File: config.mk
export PLATFORM = sky130hd
export DESIGN_NAME = shra_serial_host_register_access
export DESIGN_NICKNAME = d
export VERILOG_FILES = /design/src/verilog/shra_serial_host_register_access.v
export VERILOG_INCLUDE_DIRS = /design/src /design/src/verilog
export SDC_FILE = /design/constraint.sdc
export NUM_CORES = 1
export LEC_CHECK = 0
export BUFFER_PORTS_ARGS = -buffer_cell sky130_fd_sc_hd__buf_2
export CAP_MARGIN = 40
export CORE_UTILIZATION = 50
export CTS_CLUSTER_DIAMETER = 120
export DETAILED_ROUTE_END_ITERATION = 8
export PLACE_DENSITY_LB_ADDON = 0.2
export SYNTH_ARGS = -nofsm -noshare
export SYNTH_HDL_FRONTEND = slang
export SYNTH_SLANG_ARGS = --single-unit
File: constraint.sdc
create_clock -name CLK_IN -period 1.8 [get_ports CLK_IN]
set_input_delay 0.18 -clock CLK_IN [delete_from_list [all_inputs] [get_ports CLK_IN]]
set_output_delay 0.18 -clock CLK_IN [all_outputs]
set_load 0.01 [all_outputs]
File: src/verilog/shra_defines.vh
/*
 Constants for the two-wire/four-wire serial register access front end.
 Assumes inclusion by its bare name from the design module.
*/
`ifndef SHRA_DEFINES_VH
`define SHRA_DEFINES_VH
// ****************************************************************
// Strap codes (synchronised strap level decode)
// ****************************************************************
`define SHRA_STRAP_VDD      2'h0
`define SHRA_STRAP_VSS      2'h1
`define SHRA_STRAP_SCL      2'h2
`define SHRA_STRAP_SDA      2'h3
// ****************************************************************
// Address map (7-bit values)
// ****************************************************************
`define SHRA_ADDR_BASE_VDD  7'h48
`define SHRA_ADDR_BASE_VSS  7'h4C
`define SHRA_ADDR_BASE_SCL  7'h50
`define SHRA_ADDR_BASE_SDA  7'h54
`define SHRA_ADDR_STEP_VDD  7'h00
`define SHRA_ADDR_STEP_VSS  7'h01
`define SHRA_ADDR_STEP_SCL  7'h02
`define SHRA_ADDR_STEP_SDA  7'h03
// ****************************************************************
// Register address byte fields
// ****************************************************************
`define SHRA_DIR_BIT        7
`define SHRA_REG_MSB        6
`define SHRA_REG_LSB        3
`define SHRA_CH_MSB         2
`define SHRA_CH_LSB         1
`define SHRA_DIR_READ       1'h1
`define SHRA_DIR_WRITE      1'h0
`define SHRA_CH_ZERO        2'h0
`endif

File: src/verilog/shra_serial_host_register_access.v
/*
 Two-wire slave front end: address decode, subaddress, register write and
 read byte sequencing, and four-wire register address byte decode.
 Assumes all bus pins and straps are asynchronous to CLK_IN (sampled by two
 flops), the link clock is far slower than CLK_IN, and the register file
 answers RD_DATA_IN in the cycle after a read strobe.
 Assumes an external pull-up on the data line: the block only ever pulls
 it low, through SDA_OE_OUT, and SDA_OUT stays at zero.
 Assumes the bus clock low time spans at least four CLK_IN cycles, so
 that a bit driven after a falling clock edge settles before the next
 rising edge.
*/
// Notes on behaviour
// - Slave address comes from two four-state straps: high picks 0x90/0x98/0xA0/0xA8, low adds 0/2/4/6.
// - Address byte bit 0 is 0 for write and 1 for read, upper seven bits are the address.
// - Reset clears the decoder and holds it idle until a valid START.
// - After START the decoder samples clock, data and straps; the STOP edge resets it.
// - The decoder resets at every STOP and restarts at every START, never locking.
// - The byte after the address is an 8-bit subaddress that the device acknowledges.
// - Two-wire subaddress bits 6:3 select the register and bits 2:1 the channel; 7 and 0 ignored.
// - A write cycle writes each data byte in turn to the subaddressed location.
// - A read cycle uses repeated START with read direction; master ACKs all but the last byte.
// - Four-wire address byte bit 7 is direction (1 read), 6:3 register, 2:1 channel.
// - START is data falling with clock high, STOP is data rising with clock high.
`timescale 1ns/100ps
`include "shra_defines.vh"

module shra_serial_host_register_access (
   // Clock and reset
   input  wire       CLK_IN,
   input  wire       RESETN_IN,
   // Two-wire bus
   input  wire       SCL_IN,
   input  wire       SDA_IN,
   output reg        SDA_OUT,
   output reg        SDA_OE_OUT,
   // Address straps: 0 supply, 1 ground, 2 tied to clock, 3 tied to data
   input  wire [1:0] ADDR_STRAP_HIGH_IN,
   input  wire [1:0] ADDR_STRAP_LOW_IN,
   // Four-wire register address byte, decoded when strobed
   input  wire       SPI_ADDR_VALID_IN,
   input  wire [7:0] SPI_ADDR_BYTE_IN,
   output reg        SPI_READ_OUT,
   output reg  [3:0] SPI_REG_SEL_OUT,
   output reg  [1:0] SPI_CHANNEL_OUT,
   output reg        SPI_CH_ERR_OUT,
   // Register file side
   output reg        WR_STB_OUT,
   output reg        RD_STB_OUT,
   output reg  [3:0] REG_SEL_OUT,
   output reg  [1:0] CHANNEL_OUT,
   output reg  [7:0] WR_DATA_OUT,
   input  wire [7:0] RD_DATA_IN,
   // Status
   output reg        ADDRESSED_OUT,
   output reg        BUSY_OUT
);

   // ****************************************************************
   // States
   // ****************************************************************
   // One-hot, so each state test is a single flop
   localparam [6:0] ST_IDLE = 7'h01;
   localparam [6:0] ST_ADDR = 7'h02;
   localparam [6:0] ST_SUB  = 7'h04;
   localparam [6:0] ST_WDAT = 7'h08;
   localparam [6:0] ST_RDAT = 7'h10;
   localparam [6:0] ST_MACK = 7'h20;
   localparam [6:0] ST_IGN  = 7'h40;

   // ****************************************************************
   // Input synchronisers
   // ****************************************************************
   // Bus pins pass two flops; a third flop only serves edge detection.
   // All three reset to the idle high level, so the first cycles after
   // reset cannot show a false START, STOP or clock edge.
   reg        scl_s1_reg;
   reg        scl_s2_reg;
   reg        scl_q_reg;
   reg        sda_s1_reg;
   reg        sda_s2_reg;
   reg        sda_q_reg;
   reg  [1:0] sh_s1_reg;
   reg  [1:0] sl_s1_reg;
   reg  [1:0] sh_reg;
   reg  [1:0] sl_reg;
   wire       scl = scl_s2_reg;
   wire       sda = sda_s2_reg;

   always @(posedge CLK_IN) begin
      if (!RESETN_IN) begin
         scl_s1_reg <= 1'b1;
         scl_s2_reg <= 1'b1;
         scl_q_reg  <= 1'b1;
         sda_s1_reg <= 1'b1;
         sda_s2_reg <= 1'b1;
         sda_q_reg  <= 1'b1;
      end else begin
         scl_s1_reg <= SCL_IN;
         scl_s2_reg <= scl_s1_reg;
         scl_q_reg  <= scl_s2_reg;
         sda_s1_reg <= SDA_IN;
         sda_s2_reg <= sda_s1_reg;
         sda_q_reg  <= sda_s2_reg;
      end
   end

   // Straps are static levels; a change takes effect two cycles later
   always @(posedge CLK_IN) begin
      sh_s1_reg <= ADDR_STRAP_HIGH_IN;
      sl_s1_reg <= ADDR_STRAP_LOW_IN;
      sh_reg    <= sh_s1_reg;
      sl_reg    <= sl_s1_reg;
   end

   // ****************************************************************
   // Bus conditions
   // ****************************************************************
   // START and STOP need the clock high in both samples
   wire scl_rise = scl & ~scl_q_reg;
   wire scl_fall = ~scl & scl_q_reg;
   wire start_c  = scl & scl_q_reg & sda_q_reg & ~sda;
   wire stop_c   = scl & scl_q_reg & ~sda_q_reg & sda;

   // ****************************************************************
   // Strap address decode
   // ****************************************************************
   reg [6:0] addr_base;
   reg [6:0] addr_step;
   reg [6:0] my_addr;
   always @* begin
      case (sh_reg)
         `SHRA_STRAP_VDD: addr_base = `SHRA_ADDR_BASE_VDD;
         `SHRA_STRAP_VSS: addr_base = `SHRA_ADDR_BASE_VSS;
         `SHRA_STRAP_SCL: addr_base = `SHRA_ADDR_BASE_SCL;
         default:         addr_base = `SHRA_ADDR_BASE_SDA;
      endcase
      case (sl_reg)
         `SHRA_STRAP_VDD: addr_step = `SHRA_ADDR_STEP_VDD;
         `SHRA_STRAP_VSS: addr_step = `SHRA_ADDR_STEP_VSS;
         `SHRA_STRAP_SCL: addr_step = `SHRA_ADDR_STEP_SCL;
         default:         addr_step = `SHRA_ADDR_STEP_SDA;
      endcase
      // Never carries past bit 6: largest base plus step is the map's top
      my_addr = addr_base + addr_step;
   end

   // ****************************************************************
   // Byte engine
   // ****************************************************************
   reg [6:0] state_reg;
   reg [7:0] shift_reg;
   reg [3:0] bit_cnt_reg;
   reg       ack_phase_reg;
   reg       rd_pend_reg;
   reg [7:0] tx_reg;

   // Transmitted bytes are counted on falling edges only, so the
   // receive counter must stay idle while the device is sending
   wire rx_state = (state_reg != ST_IDLE) && (state_reg != ST_RDAT)
                   && (state_reg != ST_MACK);

   always @(posedge CLK_IN) begin
      WR_STB_OUT <= 1'b0;
      RD_STB_OUT <= 1'b0;
      if (!RESETN_IN) begin
         state_reg     <= ST_IDLE;
         shift_reg     <= 8'h00;
         bit_cnt_reg   <= 4'h0;
         ack_phase_reg <= 1'b0;
         rd_pend_reg   <= 1'b0;
         tx_reg        <= 8'h00;
         SDA_OUT       <= 1'b0;
         SDA_OE_OUT    <= 1'b0;
         REG_SEL_OUT   <= 4'h0;
         CHANNEL_OUT   <= 2'h0;
         WR_DATA_OUT   <= 8'h00;
         ADDRESSED_OUT <= 1'b0;
         BUSY_OUT      <= 1'b0;
      end else if (stop_c) begin
         state_reg     <= ST_IDLE;
         SDA_OE_OUT    <= 1'b0;
         ADDRESSED_OUT <= 1'b0;
         BUSY_OUT      <= 1'b0;
         ack_phase_reg <= 1'b0;
      end else if (start_c) begin
         // Repeated START keeps the subaddress pointer
         state_reg     <= ST_ADDR;
         bit_cnt_reg   <= 4'h0;
         ack_phase_reg <= 1'b0;
         SDA_OE_OUT    <= 1'b0;
         ADDRESSED_OUT <= 1'b0;
         BUSY_OUT      <= 1'b1;
      end else if (rd_pend_reg) begin
         // Register data arrives one cycle after the strobe; the line is
         // left alone here, as the clock may be high and the first bit
         // goes out only at the next falling edge
         rd_pend_reg <= 1'b0;
         tx_reg      <= RD_DATA_IN;
      end else if (scl_rise && !ack_phase_reg && rx_state) begin
         // Sample on rising clock; byte is MSB first
         shift_reg   <= {shift_reg[6:0], sda};
         bit_cnt_reg <= bit_cnt_reg + 4'h1;
      end else if (scl_rise && ack_phase_reg && state_reg == ST_MACK) begin
         // Master NACK ends the read; its ACK fetches the next byte
         if (sda)
            state_reg <= ST_IGN;
         else begin
            state_reg   <= ST_RDAT;
            RD_STB_OUT  <= 1'b1;
            rd_pend_reg <= 1'b1;
         end
      end else if (scl_fall) begin
         if (ack_phase_reg) begin
            ack_phase_reg <= 1'b0;
            bit_cnt_reg   <= 4'h0;
            SDA_OE_OUT    <= 1'b0;
            if (state_reg == ST_RDAT) begin
               SDA_OE_OUT  <= ~tx_reg[7];
               tx_reg      <= {tx_reg[6:0], 1'b0};
               bit_cnt_reg <= 4'h1;
            end
         end else if (state_reg == ST_RDAT || state_reg == ST_MACK) begin
            // Device transmits: bits change on the falling clock only
            if (bit_cnt_reg == 4'h8) begin
               // Release for master acknowledge
               SDA_OE_OUT    <= 1'b0;
               state_reg     <= ST_MACK;
               ack_phase_reg <= 1'b1;
            end else begin
               SDA_OE_OUT  <= ~tx_reg[7];
               tx_reg      <= {tx_reg[6:0], 1'b0};
               bit_cnt_reg <= bit_cnt_reg + 4'h1;
            end
         end else if (bit_cnt_reg == 4'h8) begin
            ack_phase_reg <= 1'b1;
            case (state_reg)
               ST_ADDR: begin
                  if (shift_reg[7:1] == my_addr) begin
                     SDA_OE_OUT    <= 1'b1;
                     ADDRESSED_OUT <= 1'b1;
                     if (shift_reg[0] == `SHRA_DIR_READ) begin
                        state_reg   <= ST_RDAT;
                        RD_STB_OUT  <= 1'b1;
                        rd_pend_reg <= 1'b1;
                     end else
                        state_reg <= ST_SUB;
                  end else
                     state_reg <= ST_IGN;
               end
               ST_SUB: begin
                  // Bits 7 and 0 of the subaddress are ignored
                  SDA_OE_OUT  <= 1'b1;
                  REG_SEL_OUT <= shift_reg[`SHRA_REG_MSB:`SHRA_REG_LSB];
                  CHANNEL_OUT <= shift_reg[`SHRA_CH_MSB:`SHRA_CH_LSB];
                  state_reg   <= ST_WDAT;
               end
               ST_WDAT: begin
                  // Pointer is kept, so every byte lands at one register
                  SDA_OE_OUT  <= 1'b1;
                  WR_DATA_OUT <= shift_reg;
                  WR_STB_OUT  <= 1'b1;
               end
               ST_IGN: begin
                  // Not addressed: line stays released until START or STOP
                  SDA_OE_OUT <= 1'b0;
               end
               default: begin
                  SDA_OE_OUT <= 1'b0;
                  state_reg  <= ST_IGN;
               end
            endcase
         end
      end
   end

   // ****************************************************************
   // Four-wire register address byte decode
   // ****************************************************************
   // Fields are taken only on the strobe and held until the next one
   wire [1:0] spi_ch_field = SPI_ADDR_BYTE_IN[`SHRA_CH_MSB:`SHRA_CH_LSB];

   always @(posedge CLK_IN) begin
      if (!RESETN_IN) begin
         SPI_READ_OUT    <= 1'b0;
         SPI_REG_SEL_OUT <= 4'h0;
         SPI_CHANNEL_OUT <= 2'h0;
         SPI_CH_ERR_OUT  <= 1'b0;
      end else if (SPI_ADDR_VALID_IN) begin
         SPI_READ_OUT    <= SPI_ADDR_BYTE_IN[`SHRA_DIR_BIT];
         SPI_REG_SEL_OUT <= SPI_ADDR_BYTE_IN[`SHRA_REG_MSB:`SHRA_REG_LSB];
         SPI_CHANNEL_OUT <= spi_ch_field;
         // Reserved channel codes flagged, not acted on
         SPI_CH_ERR_OUT  <= (spi_ch_field != `SHRA_CH_ZERO);
      end
   end

endmodule // shra_serial_host_register_access

* Word-level counts from Yosys, hierarchy flattened
Cells that the tools add are included. Widths: inputs -> output; s select.
Storage, ports and cells: memory bits (read-only) 0, word-level logic and storage cells 170, bits in writable memories 0, bits in registers 70, bits in latches 0, memories kept 0, bits of input ports 25
Operators by class: equality and inequality tests 28, mux-type cells 53, magnitude comparators 0, add/sub/neg operators 2, div/mod/pow operators 0, multipliers 0, reductions and logical operators 36, shift operators 0, bitwise gates (word level) 22
Operators by type and width (number):
- $mux 8 | 8
- $mux 7 | 8
- $mux 4 | 8
- $reduce_and 6->1 | 4
- $mux 1 | 21
- $pmux 7 s3 | 1
- $reduce_and 10->1 | 2
- $not 1->1 | 15
- $pmux 5 s3 | 1
- $reduce_bool 3->1 | 5
- $reduce_or 10->1 | 1
- $reduce_and 9->1 | 1
- $ne 2x2->1 const B | 4
- $ne 4x4->1 const B | 2
- $reduce_and 4->1 | 2
- $reduce_and 8->1 | 1
- $reduce_bool 2->1 | 4
- $add 7x7->7 | 1
- $and 1x1->1 | 7
- $eq 7x2->1 const B | 1
- $eq 7x3->1 const B | 1
- $eq 7x4->1 const B | 1
- $eq 7x5->1 const B | 1
- $eq 7x6->1 const B | 1
- other kinds (26) | 40

* Longest topological paths before layout
word-level depth 14, gate-level depth with buffers 8

* Worst setup path before layout
No wires, ideal clock.
path type register to register, start reg state_reg[3], end reg tx_reg[6], buffers on the path 2, data arrival time 1.665 ns, required time 1.684 ns, cell stages (with the launch flop) 8, slack 0.019 ns, cells stage by stage dfxtp_1 > buf_6 > nor4_4 > nand2_1 > o31ai_4 > buf_6 > nand2_1 > o211a_1
Between the ends: longest elaborated chain between the ends 6, elaborated cells between the ends (all ways) 15
RTL lines:
- start: declaration | RTL line shra_serial_host_register_access.v:151 | reg [6:0] state_reg;
- start signal: assignment | RTL line shra_serial_host_register_access.v:167 | state_reg <= ST_IDLE;
- start signal: assignment | RTL line shra_serial_host_register_access.v:181 | state_reg <= ST_IDLE;
- start signal: assignment | RTL line shra_serial_host_register_access.v:188 | state_reg <= ST_ADDR;
- $ne 7x1->1 / $ne 7x5->1 (equally long branches) | RTL line shra_serial_host_register_access.v:160 | wire rx_state = (state_reg != ST_IDLE) && (state_reg != ST_RDAT)
- $logic_and 1x1->1 | RTL line shra_serial_host_register_access.v:160
- $logic_and 1x1->1 | RTL line shra_serial_host_register_access.v:161 | && (state_reg != ST_MACK);
- $logic_and 1x1->1 | RTL line shra_serial_host_register_access.v:200 | end else if (scl_rise && !ack_phase_reg && rx_state) begin
- $ne 2x2->1 (no source line)
- $reduce_and 8->1 (no source line) (*)
- end signal: assignment | RTL line shra_serial_host_register_access.v:220 | tx_reg <= {tx_reg[6:0], 1'b0};
- end signal: assignment | RTL line shra_serial_host_register_access.v:232 | tx_reg <= {tx_reg[6:0], 1'b0};
- end: declaration | RTL line shra_serial_host_register_access.v:156 | reg [7:0] tx_reg;
Mark *: on every way between the ends. The rest lies on a longest branch, timed or not. A chain may end at the register's enable or synchronous reset.

* Worst setup path after layout
start reg bit_cnt_reg[1], end reg state_reg[4]
Between the ends: longest elaborated chain between the ends 3
RTL lines:
- start: declaration | RTL line shra_serial_host_register_access.v:153 | reg [3:0] bit_cnt_reg;
- start signal: assignment | RTL line shra_serial_host_register_access.v:203 | bit_cnt_reg <= bit_cnt_reg + 4'h1;
- start signal: assignment | RTL line shra_serial_host_register_access.v:233 | bit_cnt_reg <= bit_cnt_reg + 4'h1;
- $eq 4x4->1 | RTL line shra_serial_host_register_access.v:225, shra_serial_host_register_access.v:235
- $reduce_bool 2->1 (no source line)
- $reduce_and 6->1 (no source line)
- end signal: assignment | RTL line shra_serial_host_register_access.v:228 | state_reg <= ST_MACK;
- end signal: assignment | RTL line shra_serial_host_register_access.v:243 | state_reg <= ST_RDAT;
- end signal: assignment | RTL line shra_serial_host_register_access.v:247 | state_reg <= ST_SUB;
Every way passes these cells.

==> out/qor.yml <==
outcome: "finished, final reports clean"
dieArea_um2: 6720
power_frac_comb_pct: 6.8
synthesis.area_um2: 3200
num_cts_buffers: 9
cp-start-kind: "flip-flop"
power_density_nw_per_um2: 725
drt.antenna.violating_nets: 0
grt_pass1_wl_um: 11600
ctsRootBufferMaster: "sky130_fd_sc_hd__clkbuf_8"
postSynth.topFlopCell: "sky130_fd_sc_hd__dfxtp_1"
global_route.usage.total_pct: 22.9
sw_frac_of_total_pct: 25.3
pre_cts_ws_ns: -0.0141
finalSetupViolations: 0
ir_worst_vdd_mv: 0.609
path_clk_slew_ns: 0.08
floorplan.io_pins: 53
worst_skew_pair.late_latency_ns: 0.34
placed_cell_area_um2: 3710
synth_largest_type_area_fraction_pct: 43.8
asyncSetResetFlopFracSynth_pct: 0
layout-drive-gt1-share_pct: 32.5
critical-path-slowest-cell: "sky130_fd_sc_hd__dfxtp_2"
leading_cell_type_by_number_of_instances_after_synthesis: "sky130_fd_sc_hd__dfxtp_1"
port_buffers: 50
final-max-slew-violation-count: 0
synth_edf_count: 0
drt-vias-per-instance: 5.37
timing.critical_path.buf_inv: 2
synth_area_per_cell_um2: 9.61
synth.yosys.seq_area_share_pct: 43.8
globalRouteOverflowTotal: 0
synth.net_count: 360
grt_start_max_net_pins: 29
fin_crit_sh_pct: 99.1
core.rowCount: 28
yosys_warnings: 0
totalPowerFinal_mw: 2.91
synthesis.instances: 333
fin_hold_ws_ns: 0.0216
initial_utilization_pct: 52.8
routedWlPerCell_um: 14.2
drt_first_iter_violations: 211
setup_cp_type: "reg -> reg"
max_clock_freq_mhz: 561
finalClockSkew_ns: 0.00828
critical_path.cell_chain: "inv_2, ha_4, nand4bb_1, buf_4, or2_4, a211oi_4, nor2_1, a211oi_1"
numClockSinks: 70
floorplan.die.height_um: 82.0
grt_antenna_before_repair: 0
cts_tree: "done"
critical-path-max-stage-delay_ns: 0.33
drt-pass1-iter-count: 5
final_hold_vios: 0
timing.reg2reg.setup_slack_ns: 0.02
antenna_cells_inserted: 0
clock_tree.buffer_depth: 2
pwr-share-clk_pct: 38.4
data_arrival_time_of_the_critical_path_ns: 2.03
route.final.wire_length_um: 7080
synth_top_cells_by_area: "sky130_fd_sc_hd__dfxtp_1, sky130_fd_sc_hd__mux2i_1, sky130_fd_sc_hd__nand2_1, sky130_fd_sc_hd__nor2b_1, sky130_fd_sc_hd__a21boi_0"
areaGrowthSynthToFinish_pct: 25.4
half_perimeter_wire_length_after_detailed_placement_um: 5040
core_area_um2: 6060
worst-endpoint-required_ns: 2.05
synthDominantAreaCellType: "sky130_fd_sc_hd__dfxtp_1"
drc: 0
ys_ff_latch: 70
total_leakage_power_nw: 1.83
yosysUniqueCellTypes: 64
p_int_mw: 2.17
synth_top_cells_by_count: "sky130_fd_sc_hd__dfxtp_1, sky130_fd_sc_hd__nand2_1, sky130_fd_sc_hd__mux2i_1"
route.vias.total: 2669
cap_viol_max_count: 0
layout_min_cycle_time_ns: 1.78
final_instance_area_um2: 4010
htree_levels: 3
final_nets: 444
pwr-share-seq_pct: 54.8
die_w_um: 82.0
power_switching_mw: 0.736
worst_hold_path_type: "in -> reg"
worst_path_dominant_cell_family: "simple AND/OR/NAND/NOR gates"
via_count_of_the_first_global_routing_pass: 2485
critical_path.max_fanout: 6
gp_routability_congestion: 0.871
setup.worst_path.end_class: "flip-flop"
postLayoutSetupSlackWorst_ns: 0.0160
-- layout by cell type (no fill, tap or decap), types with 3 or more instances in the layout --
| cell type | synthesis | final |
|---|---|---|
| sky130_fd_sc_hd__a21oi_1 | 12 | 11 |
| sky130_fd_sc_hd__dfxtp_1 | 70 | 62 |
| sky130_fd_sc_hd__a21boi_0 | 13 | 13 |
| sky130_fd_sc_hd__nand3b_1 | 4 | 4 |
| sky130_fd_sc_hd__nor2_1 | 19 | 19 |
| sky130_fd_sc_hd__clkbuf_8 | 0 | 9 |
| sky130_fd_sc_hd__xnor2_1 | 4 | 4 |
| sky130_fd_sc_hd__o211a_1 | 7 | 7 |
| sky130_fd_sc_hd__dlygate4sd3_1 | 0 | 4 |
| sky130_fd_sc_hd__mux2i_1 | 24 | 24 |
| sky130_fd_sc_hd__nor3_1 | 6 | 6 |
| sky130_fd_sc_hd__inv_1 | 10 | 9 |
| sky130_fd_sc_hd__buf_2 | 1 | 50 |
| sky130_fd_sc_hd__xor2_1 | 4 | 3 |
| sky130_fd_sc_hd__dfxtp_2 | 0 | 8 |
| sky130_fd_sc_hd__nand2_1 | 35 | 34 |
| sky130_fd_sc_hd__nand3_1 | 17 | 17 |
| sky130_fd_sc_hd__nor2b_1 | 18 | 17 |
| sky130_fd_sc_hd__clkinv_2 | 0 | 3 |
| sky130_fd_sc_hd__and3_1 | 4 | 3 |
| sky130_fd_sc_hd__buf_4 | 3 | 35 |
| sky130_fd_sc_hd__nand2b_1 | 7 | 7 |
| sky130_fd_sc_hd__nand4_1 | 3 | 3 |
| sky130_fd_sc_hd__o21ai_0 | 4 | 4 |
-- cells by family (layout without fill, tap and decap cells) --
logic type,Yosys count,in the layout,share of synthesized area [%]
AOI/OAI and AO/OA,68,68,17.4
xor gates and xnor gates,8,8,2.19
DFF,70,70,43.8
other,1,1,0.117
buffers and inverters,28,117,4.38
and+or+nand+nor,132,132,23.8
adders and majority gates,2,2,0.782
muxes,24,24,7.51
-- routing by layer --
layer | share of wire [%] | up-vias | routed length [um] | global-route usage (%)
li1 | - | 1346 | - | -
met1 | 46 | 1245 | 3270 | 31.2
met2 | 47 | 69 | 3320 | 34.8
met3 | 5.7 | 9 | 402 | 5.78
met4 | 1.3 | 0 | 90 | 8.42
met5 | 0 | - | 0 | 0
-- final cells by class --
cell class	instances	area, um2
fillers	497	2050
repair buffers	91	584
multi-input cells	235	1710
flip-flops and latches	70	1410
clock inverters	7	47.5
clock buffers	9	124
inverters	10	37.5
well taps	75	93.8
-- metrics by stage --
step | setup TNS (ns) | utilization, % | std cells
finish | 0 | 66.2 | 497
global route | -0.168 | 66.2 | 497
CTS | 0 | 64.9 | 494
detailed placement | -0.0355 | 61.2 | 474
global placement | 0 | 61.2 | 474
floorplan | 0 | - | 333
-- final timing paths --
| kind | from | endpoint | depth (start not counted) |
|---|---|---|---|
| worst max-delay path | bit_cnt_reg[1]$_SDFFE_PN0P_ | state_reg[4]$_SDFFE_PP0P_ | 8 |
| worst min-delay path | SCL_IN | scl_s1_reg$_SDFF_PN1_ | 2 |
| worst max register to register | bit_cnt_reg[1]$_SDFFE_PN0P_ | state_reg[4]$_SDFFE_PP0P_ | 8 |
| worst min register to register | sh_s1_reg[1]$_DFF_P_ | sh_reg[1]$_DFF_P_ | 0 |
-- power groups by stage --
stage / clock network, mW / registers, mW / logic, mW
floorplan: 0 / 1.63 / 0.102
global placement: 0 / 1.63 / 0.182
detailed placement: 0 / 1.63 / 0.186
CTS: 1.14 / 1.59 / 0.195
global route: 1.22 / 1.60 / 0.216
finish: 1.12 / 1.60 / 0.198
-- timing repair --
| action | CTS | global route |
|---|---|---|
| hold buffers | 4 | 0 |
| endpoints found under the hold margin | 4 | 0 |
| setup endpoints to repair | 9 | 33 |
| setup buffers | 0 | 3 |
| gates resized for setup | 3 | 20 |
| pin swaps | 1 | 12 |
Note: power is estimated with default switching activity, not from simulation.
